[src/pkg/adc_regs_pkg.sv]
// Constants, field positions and carrier types of the board register bank
package adc_regs_pkg;
   localparam int unsigned ADDR_W     = 7;
   localparam int unsigned FIFO_DEPTH = 16;
   localparam int unsigned PTR_W      = 4;
   localparam int unsigned CNT_W      = 5;
   localparam logic [4:0]  FIFO_FULL_CNT = 5'h10;

   // Byte offsets inside the 32-longword window
   localparam logic [6:0] OFS_BOARD_CONTROL   = 7'h00;
   localparam logic [6:0] OFS_RATE_GEN_A      = 7'h04;
   localparam logic [6:0] OFS_RATE_GEN_B      = 7'h08;
   localparam logic [6:0] OFS_GROUP_ASSIGN    = 7'h0C;
   localparam logic [6:0] OFS_GROUP_DIVISORS  = 7'h10;
   localparam logic [6:0] OFS_RESERVED_14     = 7'h14;
   localparam logic [6:0] OFS_SYNTH_REF_FREQ  = 7'h18;
   localparam logic [6:0] OFS_TIMING_REF_SYNC = 7'h1C;
   localparam logic [6:0] OFS_BUFFER_CONTROL  = 7'h20;
   localparam logic [6:0] OFS_BOARD_OPTIONS   = 7'h24;
   localparam logic [6:0] OFS_FILL_COUNT      = 7'h28;
   localparam logic [6:0] OFS_CAL_VALUES      = 7'h2C;
   localparam logic [6:0] OFS_DATA_FIFO       = 7'h30;

   // Reset values
   localparam logic [31:0] RST_BOARD_CONTROL    = 32'h0000383C;
   localparam logic [31:0] RST_BOARD_CONTROL_LP = 32'h00003838;
   localparam logic [31:0] RST_RATE_GEN         = 32'h00400032;
   localparam logic [31:0] RST_GROUP_ASSIGN     = 32'h00000000;
   localparam logic [31:0] RST_GROUP_DIVISORS   = 32'h00000505;
   localparam logic [31:0] RST_TIMING_REF_SYNC  = 32'h00002000;
   localparam logic [31:0] RST_BUFFER_CONTROL   = 32'h0003FFFE;

   // Writable bit masks; everything else is reserved or read-only
   localparam logic [31:0] WMASK_BOARD_CONTROL  = 32'h001F8FFF;
   localparam logic [31:0] WMASK_BUFFER_CONTROL = 32'h000FFFFF;
   localparam logic [31:0] WMASK_FULL           = 32'hFFFFFFFF;

   // Board control bit positions
   localparam int unsigned BC_INITIATOR    = 5;
   localparam int unsigned BC_SW_SYNC      = 6;
   localparam int unsigned BC_AUTOCAL      = 7;
   localparam int unsigned BC_CAL_PASS     = 12;
   localparam int unsigned BC_CHAN_READY   = 13;
   localparam int unsigned BC_THRESH_FLAG  = 14;
   localparam int unsigned BC_INITIALIZE   = 15;
   localparam int unsigned BC_CLR_ON_SYNC  = 17;

   // Buffer control bit positions
   localparam int unsigned BF_THRESH_MSB   = 17;
   localparam int unsigned BF_DISABLE      = 18;
   localparam int unsigned BF_CLEAR        = 19;
   localparam int unsigned BF_FULL         = 24;

   typedef struct packed {
      logic        sel;
      logic        wr;
      logic [6:0]  addr;
      logic [3:0]  be;
      logic [31:0] wdata;
   } bus_req_s;

   typedef struct packed {
      logic        ack;
      logic [31:0] rdata;
   } bus_rsp_s;
endpackage : adc_regs_pkg

[src/adc_board_regs.sv]
// Local register bank of the delta-sigma analog input board
//
// What this block does
// - A target starts its local sync sequence on each incoming sync unless clear-on-sync is set.
// - A target may clear its input buffer on incoming sync when so set.
// - Window decodes from low address bits, so any 32-longword base works.
// - Only full 32-bit accesses act; narrower accesses are acked, no effect.
// - Reserved bits are dropped on write and read back as zero.
// - Offsets 0x00 to 0x30 hold registers except reserved 0x14; 0x34 to 0x7C are reserved.
// - Board control resets to one value, another in low-power build.
// - Board control readback sets its threshold flag when buffer fills.
// - Buffer control resets to default and shows full flag once full.
// - Fill count register reports values held in the input buffer.
// - Data register read pops next value with tag; read-only.
// - Board control combines control bits and status flags in 32 bits.
// - Rate divisors register resets to its default.
// - Group rate assignment register is read-write, resets to zero.
// - Timing reference sync register is read-write with its default.
// - Reference frequency register reads the measured synth frequency.
// - Options register reports firmware revision and fitted options.
// - Software sync on an initiator also pulses the external sync out.
// - With clear-on-sync set, software sync clears the buffer instead.
`timescale 1ns/1ns
`default_nettype none

module adc_board_regs #(
   parameter bit          LOW_POWER   = 1'b0,
   // Arbitrary neutral value
   parameter logic [31:0] OPTIONS_VAL = 32'h00001000
) (
   input  wire logic                     sys_clk,
   input  wire logic                     sys_rst,
   input  wire logic                     clk_en,
   input  wire adc_regs_pkg::bus_req_s   bus_req,
   output adc_regs_pkg::bus_rsp_s        bus_rsp,
   input  wire logic                     adc_valid,
   input  wire logic [31:0]              adc_data,
   output logic                          adc_ready,
   input  wire logic                     sync_in,
   output logic                          sync_out,
   output logic                          adc_sync_pulse,
   output logic                          autocal_start,
   input  wire logic                     chan_ready,
   input  wire logic [31:0]              synth_ref_freq,
   input  wire logic [31:0]              cal_values,
   output logic [31:0]                   board_control_out,
   output logic [31:0]                   rate_gen_a_out,
   output logic [31:0]                   rate_gen_b_out,
   output logic [31:0]                   group_assign_out,
   output logic [31:0]                   group_divisors_out,
   output logic [31:0]                   timing_sync_out
);

   localparam logic [31:0] BC_RST = LOW_POWER ?
      adc_regs_pkg::RST_BOARD_CONTROL_LP : adc_regs_pkg::RST_BOARD_CONTROL;

   typedef struct packed {
      logic [31:0]                  board_control_r;
      logic [31:0]                  rate_gen_a_r;
      logic [31:0]                  rate_gen_b_r;
      logic [31:0]                  group_assign_r;
      logic [31:0]                  group_divisors_r;
      logic [31:0]                  timing_sync_r;
      logic [31:0]                  buffer_control_r;
      logic [15:0][31:0]            fifo_mem_r;
      logic [3:0]                   wr_ptr_r;
      logic [3:0]                   rd_ptr_r;
      logic [4:0]                   fill_r;
      logic [1:0][31:0]             skid_r;
      logic [1:0]                   skid_cnt_r;
      logic                         ack_r;
      logic [31:0]                  rdata_r;
      logic                         sync_out_r;
      logic                         adc_sync_r;
      logic                         autocal_r;
   } state_s;

   state_s st_r;
   state_s st_nxt;

   logic        full_acc;
   logic        do_wr;
   logic        do_rd;
   logic        sw_sync;
   logic        ext_sync;
   logic        clr_mode;
   logic        flush;
   logic        push;
   logic        pop;
   logic        skid_in;
   logic        fifo_full;
   logic [31:0] bc_view;
   logic [31:0] bf_view;
   logic [31:0] rd_val;
   logic [31:0] wd;

   assign fifo_full = (st_r.fill_r == adc_regs_pkg::FIFO_FULL_CNT);
   assign adc_ready = (st_r.skid_cnt_r != 2'h2);

   // Status bits are composed at read time and never stored
   always_comb begin
      bc_view = st_r.board_control_r;
      bc_view[adc_regs_pkg::BC_CAL_PASS] = 1'b1;
      bc_view[adc_regs_pkg::BC_CHAN_READY] = chan_ready;
      // Threshold flag also rises when the buffer is full
      bc_view[adc_regs_pkg::BC_THRESH_FLAG] = fifo_full ||
         ({13'h0000, st_r.fill_r} >
          st_r.buffer_control_r[adc_regs_pkg::BF_THRESH_MSB:0]);
      bf_view = st_r.buffer_control_r;
      bf_view[adc_regs_pkg::BF_FULL] = fifo_full;
   end

   always_comb begin
      wd       = bus_req.wdata;
      full_acc = bus_req.sel && (bus_req.be == 4'hF);
      do_wr    = full_acc && bus_req.wr;
      do_rd    = full_acc && !bus_req.wr;
      st_nxt   = st_r;
      st_nxt.ack_r      = bus_req.sel;
      st_nxt.sync_out_r = 1'b0;
      st_nxt.adc_sync_r = 1'b0;
      st_nxt.autocal_r  = 1'b0;
      // Command bits clear themselves one cycle after being set
      st_nxt.board_control_r[adc_regs_pkg::BC_SW_SYNC]    = 1'b0;
      st_nxt.board_control_r[adc_regs_pkg::BC_AUTOCAL]    = 1'b0;
      st_nxt.board_control_r[adc_regs_pkg::BC_INITIALIZE] = 1'b0;
      st_nxt.buffer_control_r[adc_regs_pkg::BF_CLEAR]     = 1'b0;
      flush    = 1'b0;
      sw_sync  = 1'b0;

      // Decode uses only the low address bits
      if (do_wr) begin
         case (bus_req.addr)
            adc_regs_pkg::OFS_BOARD_CONTROL: begin
               st_nxt.board_control_r =
                  wd & adc_regs_pkg::WMASK_BOARD_CONTROL;
               sw_sync = wd[adc_regs_pkg::BC_SW_SYNC];
               st_nxt.autocal_r = wd[adc_regs_pkg::BC_AUTOCAL];
            end
            adc_regs_pkg::OFS_RATE_GEN_A: st_nxt.rate_gen_a_r = wd;
            adc_regs_pkg::OFS_RATE_GEN_B: st_nxt.rate_gen_b_r = wd;
            adc_regs_pkg::OFS_GROUP_ASSIGN: begin
               st_nxt.group_assign_r = wd;
            end
            adc_regs_pkg::OFS_GROUP_DIVISORS: begin
               st_nxt.group_divisors_r = wd;
            end
            adc_regs_pkg::OFS_TIMING_REF_SYNC: begin
               st_nxt.timing_sync_r = wd;
            end
            adc_regs_pkg::OFS_BUFFER_CONTROL: begin
               st_nxt.buffer_control_r =
                  wd & adc_regs_pkg::WMASK_BUFFER_CONTROL;
               flush = wd[adc_regs_pkg::BF_CLEAR];
            end
            // Read-only and reserved offsets swallow the write
            default: ;
         endcase
      end

      // Clear-on-sync mode taken from the value being written, if any
      clr_mode = (do_wr && bus_req.addr == adc_regs_pkg::OFS_BOARD_CONTROL) ?
         wd[adc_regs_pkg::BC_CLR_ON_SYNC] :
         st_r.board_control_r[adc_regs_pkg::BC_CLR_ON_SYNC];
      ext_sync = sync_in && !st_r.board_control_r[adc_regs_pkg::BC_INITIATOR];

      if (sw_sync || ext_sync) begin
         if (clr_mode) begin
            flush = 1'b1;
         end else begin
            st_nxt.adc_sync_r = 1'b1;
         end
      end
      // A target repeats its input downstream; an initiator drives its own
      if (ext_sync) begin
         st_nxt.sync_out_r = 1'b1;
      end
      if (sw_sync && !clr_mode &&
          st_r.board_control_r[adc_regs_pkg::BC_INITIATOR]) begin
         st_nxt.sync_out_r = 1'b1;
      end

      // Initialize returns the bank to defaults and empties the buffer
      if (do_wr && bus_req.addr == adc_regs_pkg::OFS_BOARD_CONTROL &&
          wd[adc_regs_pkg::BC_INITIALIZE]) begin
         st_nxt.board_control_r  = BC_RST & adc_regs_pkg::WMASK_BOARD_CONTROL;
         st_nxt.rate_gen_a_r     = adc_regs_pkg::RST_RATE_GEN;
         st_nxt.rate_gen_b_r     = adc_regs_pkg::RST_RATE_GEN;
         st_nxt.group_assign_r   = adc_regs_pkg::RST_GROUP_ASSIGN;
         st_nxt.group_divisors_r = adc_regs_pkg::RST_GROUP_DIVISORS;
         st_nxt.timing_sync_r    = adc_regs_pkg::RST_TIMING_REF_SYNC;
         st_nxt.buffer_control_r = adc_regs_pkg::RST_BUFFER_CONTROL;
         st_nxt.adc_sync_r       = 1'b0;
         st_nxt.sync_out_r       = 1'b0;
         flush = 1'b1;
      end

      // Read mux; a data read on an empty buffer returns zero
      pop = 1'b0;
      case (bus_req.addr)
         adc_regs_pkg::OFS_BOARD_CONTROL:   rd_val = bc_view;
         adc_regs_pkg::OFS_RATE_GEN_A:      rd_val = st_r.rate_gen_a_r;
         adc_regs_pkg::OFS_RATE_GEN_B:      rd_val = st_r.rate_gen_b_r;
         adc_regs_pkg::OFS_GROUP_ASSIGN:    rd_val = st_r.group_assign_r;
         adc_regs_pkg::OFS_GROUP_DIVISORS:  rd_val = st_r.group_divisors_r;
         adc_regs_pkg::OFS_SYNTH_REF_FREQ:  rd_val = synth_ref_freq;
         adc_regs_pkg::OFS_TIMING_REF_SYNC: rd_val = st_r.timing_sync_r;
         adc_regs_pkg::OFS_BUFFER_CONTROL:  rd_val = bf_view;
         adc_regs_pkg::OFS_BOARD_OPTIONS:   rd_val = OPTIONS_VAL;
         adc_regs_pkg::OFS_FILL_COUNT: begin
            rd_val = {27'h0000000, st_r.fill_r};
         end
         adc_regs_pkg::OFS_CAL_VALUES:      rd_val = cal_values;
         adc_regs_pkg::OFS_DATA_FIFO: begin
            pop = do_rd && (st_r.fill_r != 5'h00);
            rd_val = pop ? st_r.fifo_mem_r[st_r.rd_ptr_r] : 32'h00000000;
         end
         default: rd_val = 32'h00000000;
      endcase
      st_nxt.rdata_r = do_rd ? rd_val : 32'h00000000;

      // Two-entry skid stage ahead of the buffer so a stall loses no word
      skid_in = adc_valid && adc_ready;
      push = (st_r.skid_cnt_r != 2'h0) && !fifo_full && !flush &&
             !st_r.buffer_control_r[adc_regs_pkg::BF_DISABLE];
      if (push) begin
         st_nxt.fifo_mem_r[st_r.wr_ptr_r] = st_r.skid_r[0];
         st_nxt.wr_ptr_r = st_r.wr_ptr_r + 4'h1;
         st_nxt.skid_r[0] = st_r.skid_r[1];
      end
      case ({skid_in, push})
         2'b10: begin
            st_nxt.skid_r[st_r.skid_cnt_r[0]] = adc_data;
            st_nxt.skid_cnt_r = st_r.skid_cnt_r + 2'h1;
         end
         2'b01: st_nxt.skid_cnt_r = st_r.skid_cnt_r - 2'h1;
         2'b11: begin
            st_nxt.skid_r[st_r.skid_cnt_r[0] ^ 1'b1] = adc_data;
         end
         default: ;
      endcase

      if (pop) begin
         st_nxt.rd_ptr_r = st_r.rd_ptr_r + 4'h1;
      end
      // A flush drops buffered words but the skid stage keeps its contents
      if (flush) begin
         st_nxt.wr_ptr_r = 4'h0;
         st_nxt.rd_ptr_r = 4'h0;
         st_nxt.fill_r   = 5'h00;
      end else begin
         case ({push, pop})
            2'b10:   st_nxt.fill_r = st_r.fill_r + 5'h01;
            2'b01:   st_nxt.fill_r = st_r.fill_r - 5'h01;
            default: st_nxt.fill_r = st_r.fill_r;
         endcase
      end
   end

   always_ff @(posedge sys_clk or posedge sys_rst) begin
      if (sys_rst) begin
         st_r <= '0;
         st_r.board_control_r  <= BC_RST &
                                  adc_regs_pkg::WMASK_BOARD_CONTROL;
         st_r.rate_gen_a_r     <= adc_regs_pkg::RST_RATE_GEN;
         st_r.rate_gen_b_r     <= adc_regs_pkg::RST_RATE_GEN;
         st_r.group_assign_r   <= adc_regs_pkg::RST_GROUP_ASSIGN;
         st_r.group_divisors_r <= adc_regs_pkg::RST_GROUP_DIVISORS;
         st_r.timing_sync_r    <= adc_regs_pkg::RST_TIMING_REF_SYNC;
         st_r.buffer_control_r <= adc_regs_pkg::RST_BUFFER_CONTROL;
      end else if (clk_en) begin
         st_r <= st_nxt;
      end
   end

   assign bus_rsp.ack         = st_r.ack_r;
   assign bus_rsp.rdata       = st_r.rdata_r;
   assign sync_out            = st_r.sync_out_r;
   assign adc_sync_pulse      = st_r.adc_sync_r;
   assign autocal_start       = st_r.autocal_r;
   assign board_control_out   = st_r.board_control_r;
   assign rate_gen_a_out      = st_r.rate_gen_a_r;
   assign rate_gen_b_out      = st_r.rate_gen_b_r;
   assign group_assign_out    = st_r.group_assign_r;
   assign group_divisors_out  = st_r.group_divisors_r;
   assign timing_sync_out     = st_r.timing_sync_r;

endmodule : adc_board_regs

`default_nettype wire

[config.mk]
export PLATFORM = sky130hd
export DESIGN_NAME = adc_board_regs
export DESIGN_NICKNAME = d
export VERILOG_FILES = /design/src/pkg/adc_regs_pkg.sv /design/src/adc_board_regs.sv
export SDC_FILE = /design/constraint.sdc
export NUM_CORES = 2
export LEC_CHECK = 0
export BUFFER_PORTS_ARGS = -buffer_cell sky130_fd_sc_hd__buf_4
export CAP_MARGIN = 20
export CORE_MARGIN = 5
export CORE_UTILIZATION = 41
export DETAILED_ROUTE_END_ITERATION = 10
export PLACE_DENSITY = 0.62
export SYNTH_ARGS = -nofsm -noshare
export SYNTH_HDL_FRONTEND = slang
export SYNTH_SLANG_ARGS = --single-unit
[constraint.sdc]
create_clock -name sys_clk -period 46.1 [get_ports sys_clk]
set_input_delay 4.61 -clock sys_clk [delete_from_list [all_inputs] [get_ports sys_clk]]
set_output_delay 4.61 -clock sys_clk [all_outputs]
set_load 0.03 [all_outputs]
==> metrics.md <==
| Metric | Value |
|---|---|
| Unique cell type count in the Yosys netlist | 71 |
| Rel. slew slack | 27.7% |
| TNS Setup | 0 ns |
| Syn. warnings | 0 |
| Largest cells by area after synthesis | dfrtp_1 49%, mux4_2 9.3%, mux2_2 8.4%, mux2_1 6.7%, buf_4 4.4% |
| Mapped Area | 0.0403 mm^2 |
| Resize count post-CTS | 0 |
| Core footprint | 0.0980 mm^2 |
| Antenna Violating Nets Remaining | 0 |
| All-Layer GR Usage | 22.7% |
| Port bufs | 361 |
| Vias | 26800 |
| Post-Layout Inst Area | 0.0451 mm^2 |
| CTS tree | done |
| HPWL after DPL | 81.1 mm |
| Area of the multi-input gates | 0.0168 mm^2 |
| Period utilization | 20.1% |
| EDFF count, synth | 0 |
| Layout Skew | 0.0317 ns |
| Final setup violation count | 0 |
| Drt total wl | 121 mm |
| WL/cell | 26.1 um |
| Status | completed |
| RSZ-0062 raised after global routing | no |
| FILL cells | 8820 |
| Static leakage | 0.0201 uW |
| Final nets | 3441 |
| Clock network latency to the later pin of the worst-skew pair | 0.64 ns |
| WP data required | 46.60 ns |
| Synth top area share | 49.1% |
| CP Class | input pin to register |
| DP Area | 0.0423 mm^2 |
| Initial antenna violation count | 4 |
| Die area | 0.105 mm^2 |
| Die height | 323 um |
| FF+latch count, synth | 825 |
| Top_reg_cell synth | dfrtp_1 |
| Period minus WS final | 9.26 ns |
| Largest net degree at the start of global routing | 176 |
| H-tree levels | 3 |
| Cell taking the most area after synthesis | dfrtp_1 |
| FF+latch area | 0.0207 mm^2 |
| P&R area growth vs syn | 12.0% |
| Num Clock Sinks | 825 |
| Row cnt | 115 |
| CTS Buf Count | 85 |
| Clock transition at path regs | 0.06 ns |
| CTS root buffer | clkbuf_16 |
| Drt first pass iters | 7 |
| Critical path arrival | 9.77 ns |
| Setup Fix Bufs, Post-CTS | 0 |
| Vias in the first global route | 26600 |
| First DRT Iteration DRCs | 2261 |
| Top-count cell post-synth | dfrtp_1 |
| Width of the die | 323 um |
| Slew of the pin with the lowest slew margin | 1.08 ns |
| Max rail drop VDD | 27.7 uV |
| Cts hold-fix bufs | 0 |
| CP endpoint kind | register |
| Routability cong. | 0.890 |
| Ys async rst share | 100% |
| Synth top cells by count | 790 x dfrtp_1, 368 x nand2_1, 301 x mux2_2 |
| Share of cells above drive strength 1 | 32.6% |
| Avg Cell Area, Syn | 12.4 um^2 |
| CP Launch Type | input pin |
| Gate Count Post-Synth | 3238 |
| Seq/Total Area, Yosys | 51.4% |
| Max Buffers Root-to-Sink | 3 |
| Worst min path class | register to register |
| Max Cap Violations | 0 |
| Power Dens Cells | 49.9 mW/mm^2 |
| First-pass GRT wire length | 180 mm |
| Grt total ovfl | 0 |
| Final hold violation count | 0 |
| DRC viols | 0 |
| Top Ports | 376 |
| Max FO, Critical Path | 55 |
| Fmax | 108 MHz |
| Max Slew Vio Count | 0 |
| Vias per cell | 5.78 |
| Starting Density | 41.1% |
## cells in the final DEF, fill, tap and decap left out, types with 73 or more instances in the layout
| cell type | n |
|---|---|
| a22oi_1 | 73 |
| a21oi_1 | 82 |
| nand2_1 | 367 |
| o21ai_0 | 264 |
| clkbuf_16 | 86 |
| mux2_1 | 241 |
| dfrtp_1 | 787 |
| mux4_2 | 167 |
| mux2_2 | 301 |
| buf_4 | 408 |
## stage by stage
| step | power (uW) | worst slack, ns | cells | util [%] | hold slack, ns |
|---|---|---|---|---|---|
| after floorplan | 1410 | 18.37 | 3251 | - | 0.447 |
| after global placement | 1550 | 36.31 | 4476 | 43.1 | 0.459 |
| after detailed placement | 1570 | 36.24 | 4477 | 43.1 | 0.465 |
| after CTS | 2260 | 36.89 | 4631 | 45.9 | 0.477 |
| after global routing | 2360 | 36.69 | 4636 | 46.0 | 0.495 |
| final | 2250 | 36.84 | 4636 | 46.0 | 0.472 |
## final cells by class
class / count / area share [%]
Multi-Input combinational cell: 1938 / 37.3
Clock buffer: 135 / 5.58
Tap cell: 1287 / 3.57
Sequential cell: 825 / 45.9
Timing Repair Buffer: 411 / 6.94
Inverter: 18 / 0.167
Antenna cell: 3 / 0.0167
Clock inverter: 19 / 0.502
## path summary, 6_finish.rpt
check	slack (ns)	to	startpoint	depth (start not counted)
worst max-delay path	36.84	st_r[174]	bus_req[41]	10
worst min-delay path	0.47	st_r[70]	st_r[70]	2
worst max register to register	40.94	st_r[174]	st_r[36]	9
worst min register to register	0.47	st_r[70]	st_r[70]	2
max in group asynchronous	39.48	st_r[108]	sys_rst	4
min in group asynchronous	4.13	group_assign_out[21]	sys_rst	2
## kinds of logic after synthesis
| logic type | synth area share (%) |
|---|---|
| AO/OA/AOI/OAI | 8.85 |
| adder cells (fa/ha/maj) | 0.466 |
| AND/OR/NAND/NOR | 6.91 |
| multiplexers | 24.9 |
| flip-flops | 51.4 |
| other | 0.00931 |
| XOR/XNOR | 0.131 |
| buffers and inverters | 7.31 |
## registers in the layout, indices dropped and copies added, names as in the netlist
signal and flops:
board_control_out 18, timing_sync_out 32, bus_rsp 33, autocal_start 1, group_assign_out 32, bf_view 20, group_divisors_out 32, st_r 591
adc_sync_pulse 1, rate_gen_a_out 32, sync_out 1, rate_gen_b_out 32
## critical path, cell delays in order
cell and delay (ns):
buf_4 0.28, or3_1 0.76, nor4_4 0.32, mux2_4 0.37, a21boi_2 0.35, buf_4 0.31
inv_2 0.31, nor2_4 0.73, nand3_2 1.02, mux2_2 0.61
## power by group
| part | switching, uW | internal, uW | total (uW) | leakage [uW] |
|---|---|---|---|---|
| registers | 167 | 913 | 1080 | 0.0106 |
| logic | 218 | 261 | 480 | 0.00818 |
| clock network | 292 | 397 | 688 | 0.00134 |
| total | 677 | 1570 | 2250 | 0.0201 |
## layer usage
layer  global-route usage, %  wire length (um)  vias to the layer above
met5                       0                 0                        -
met4                    8.92              4990                        0
met3                    3.82              7850                      252
met2                    37.0             57800                     1000
met1                    30.6             50500                    13900
li1                        -                 -                    11600
No activity file was read; power rests on OpenSTA's default activity.
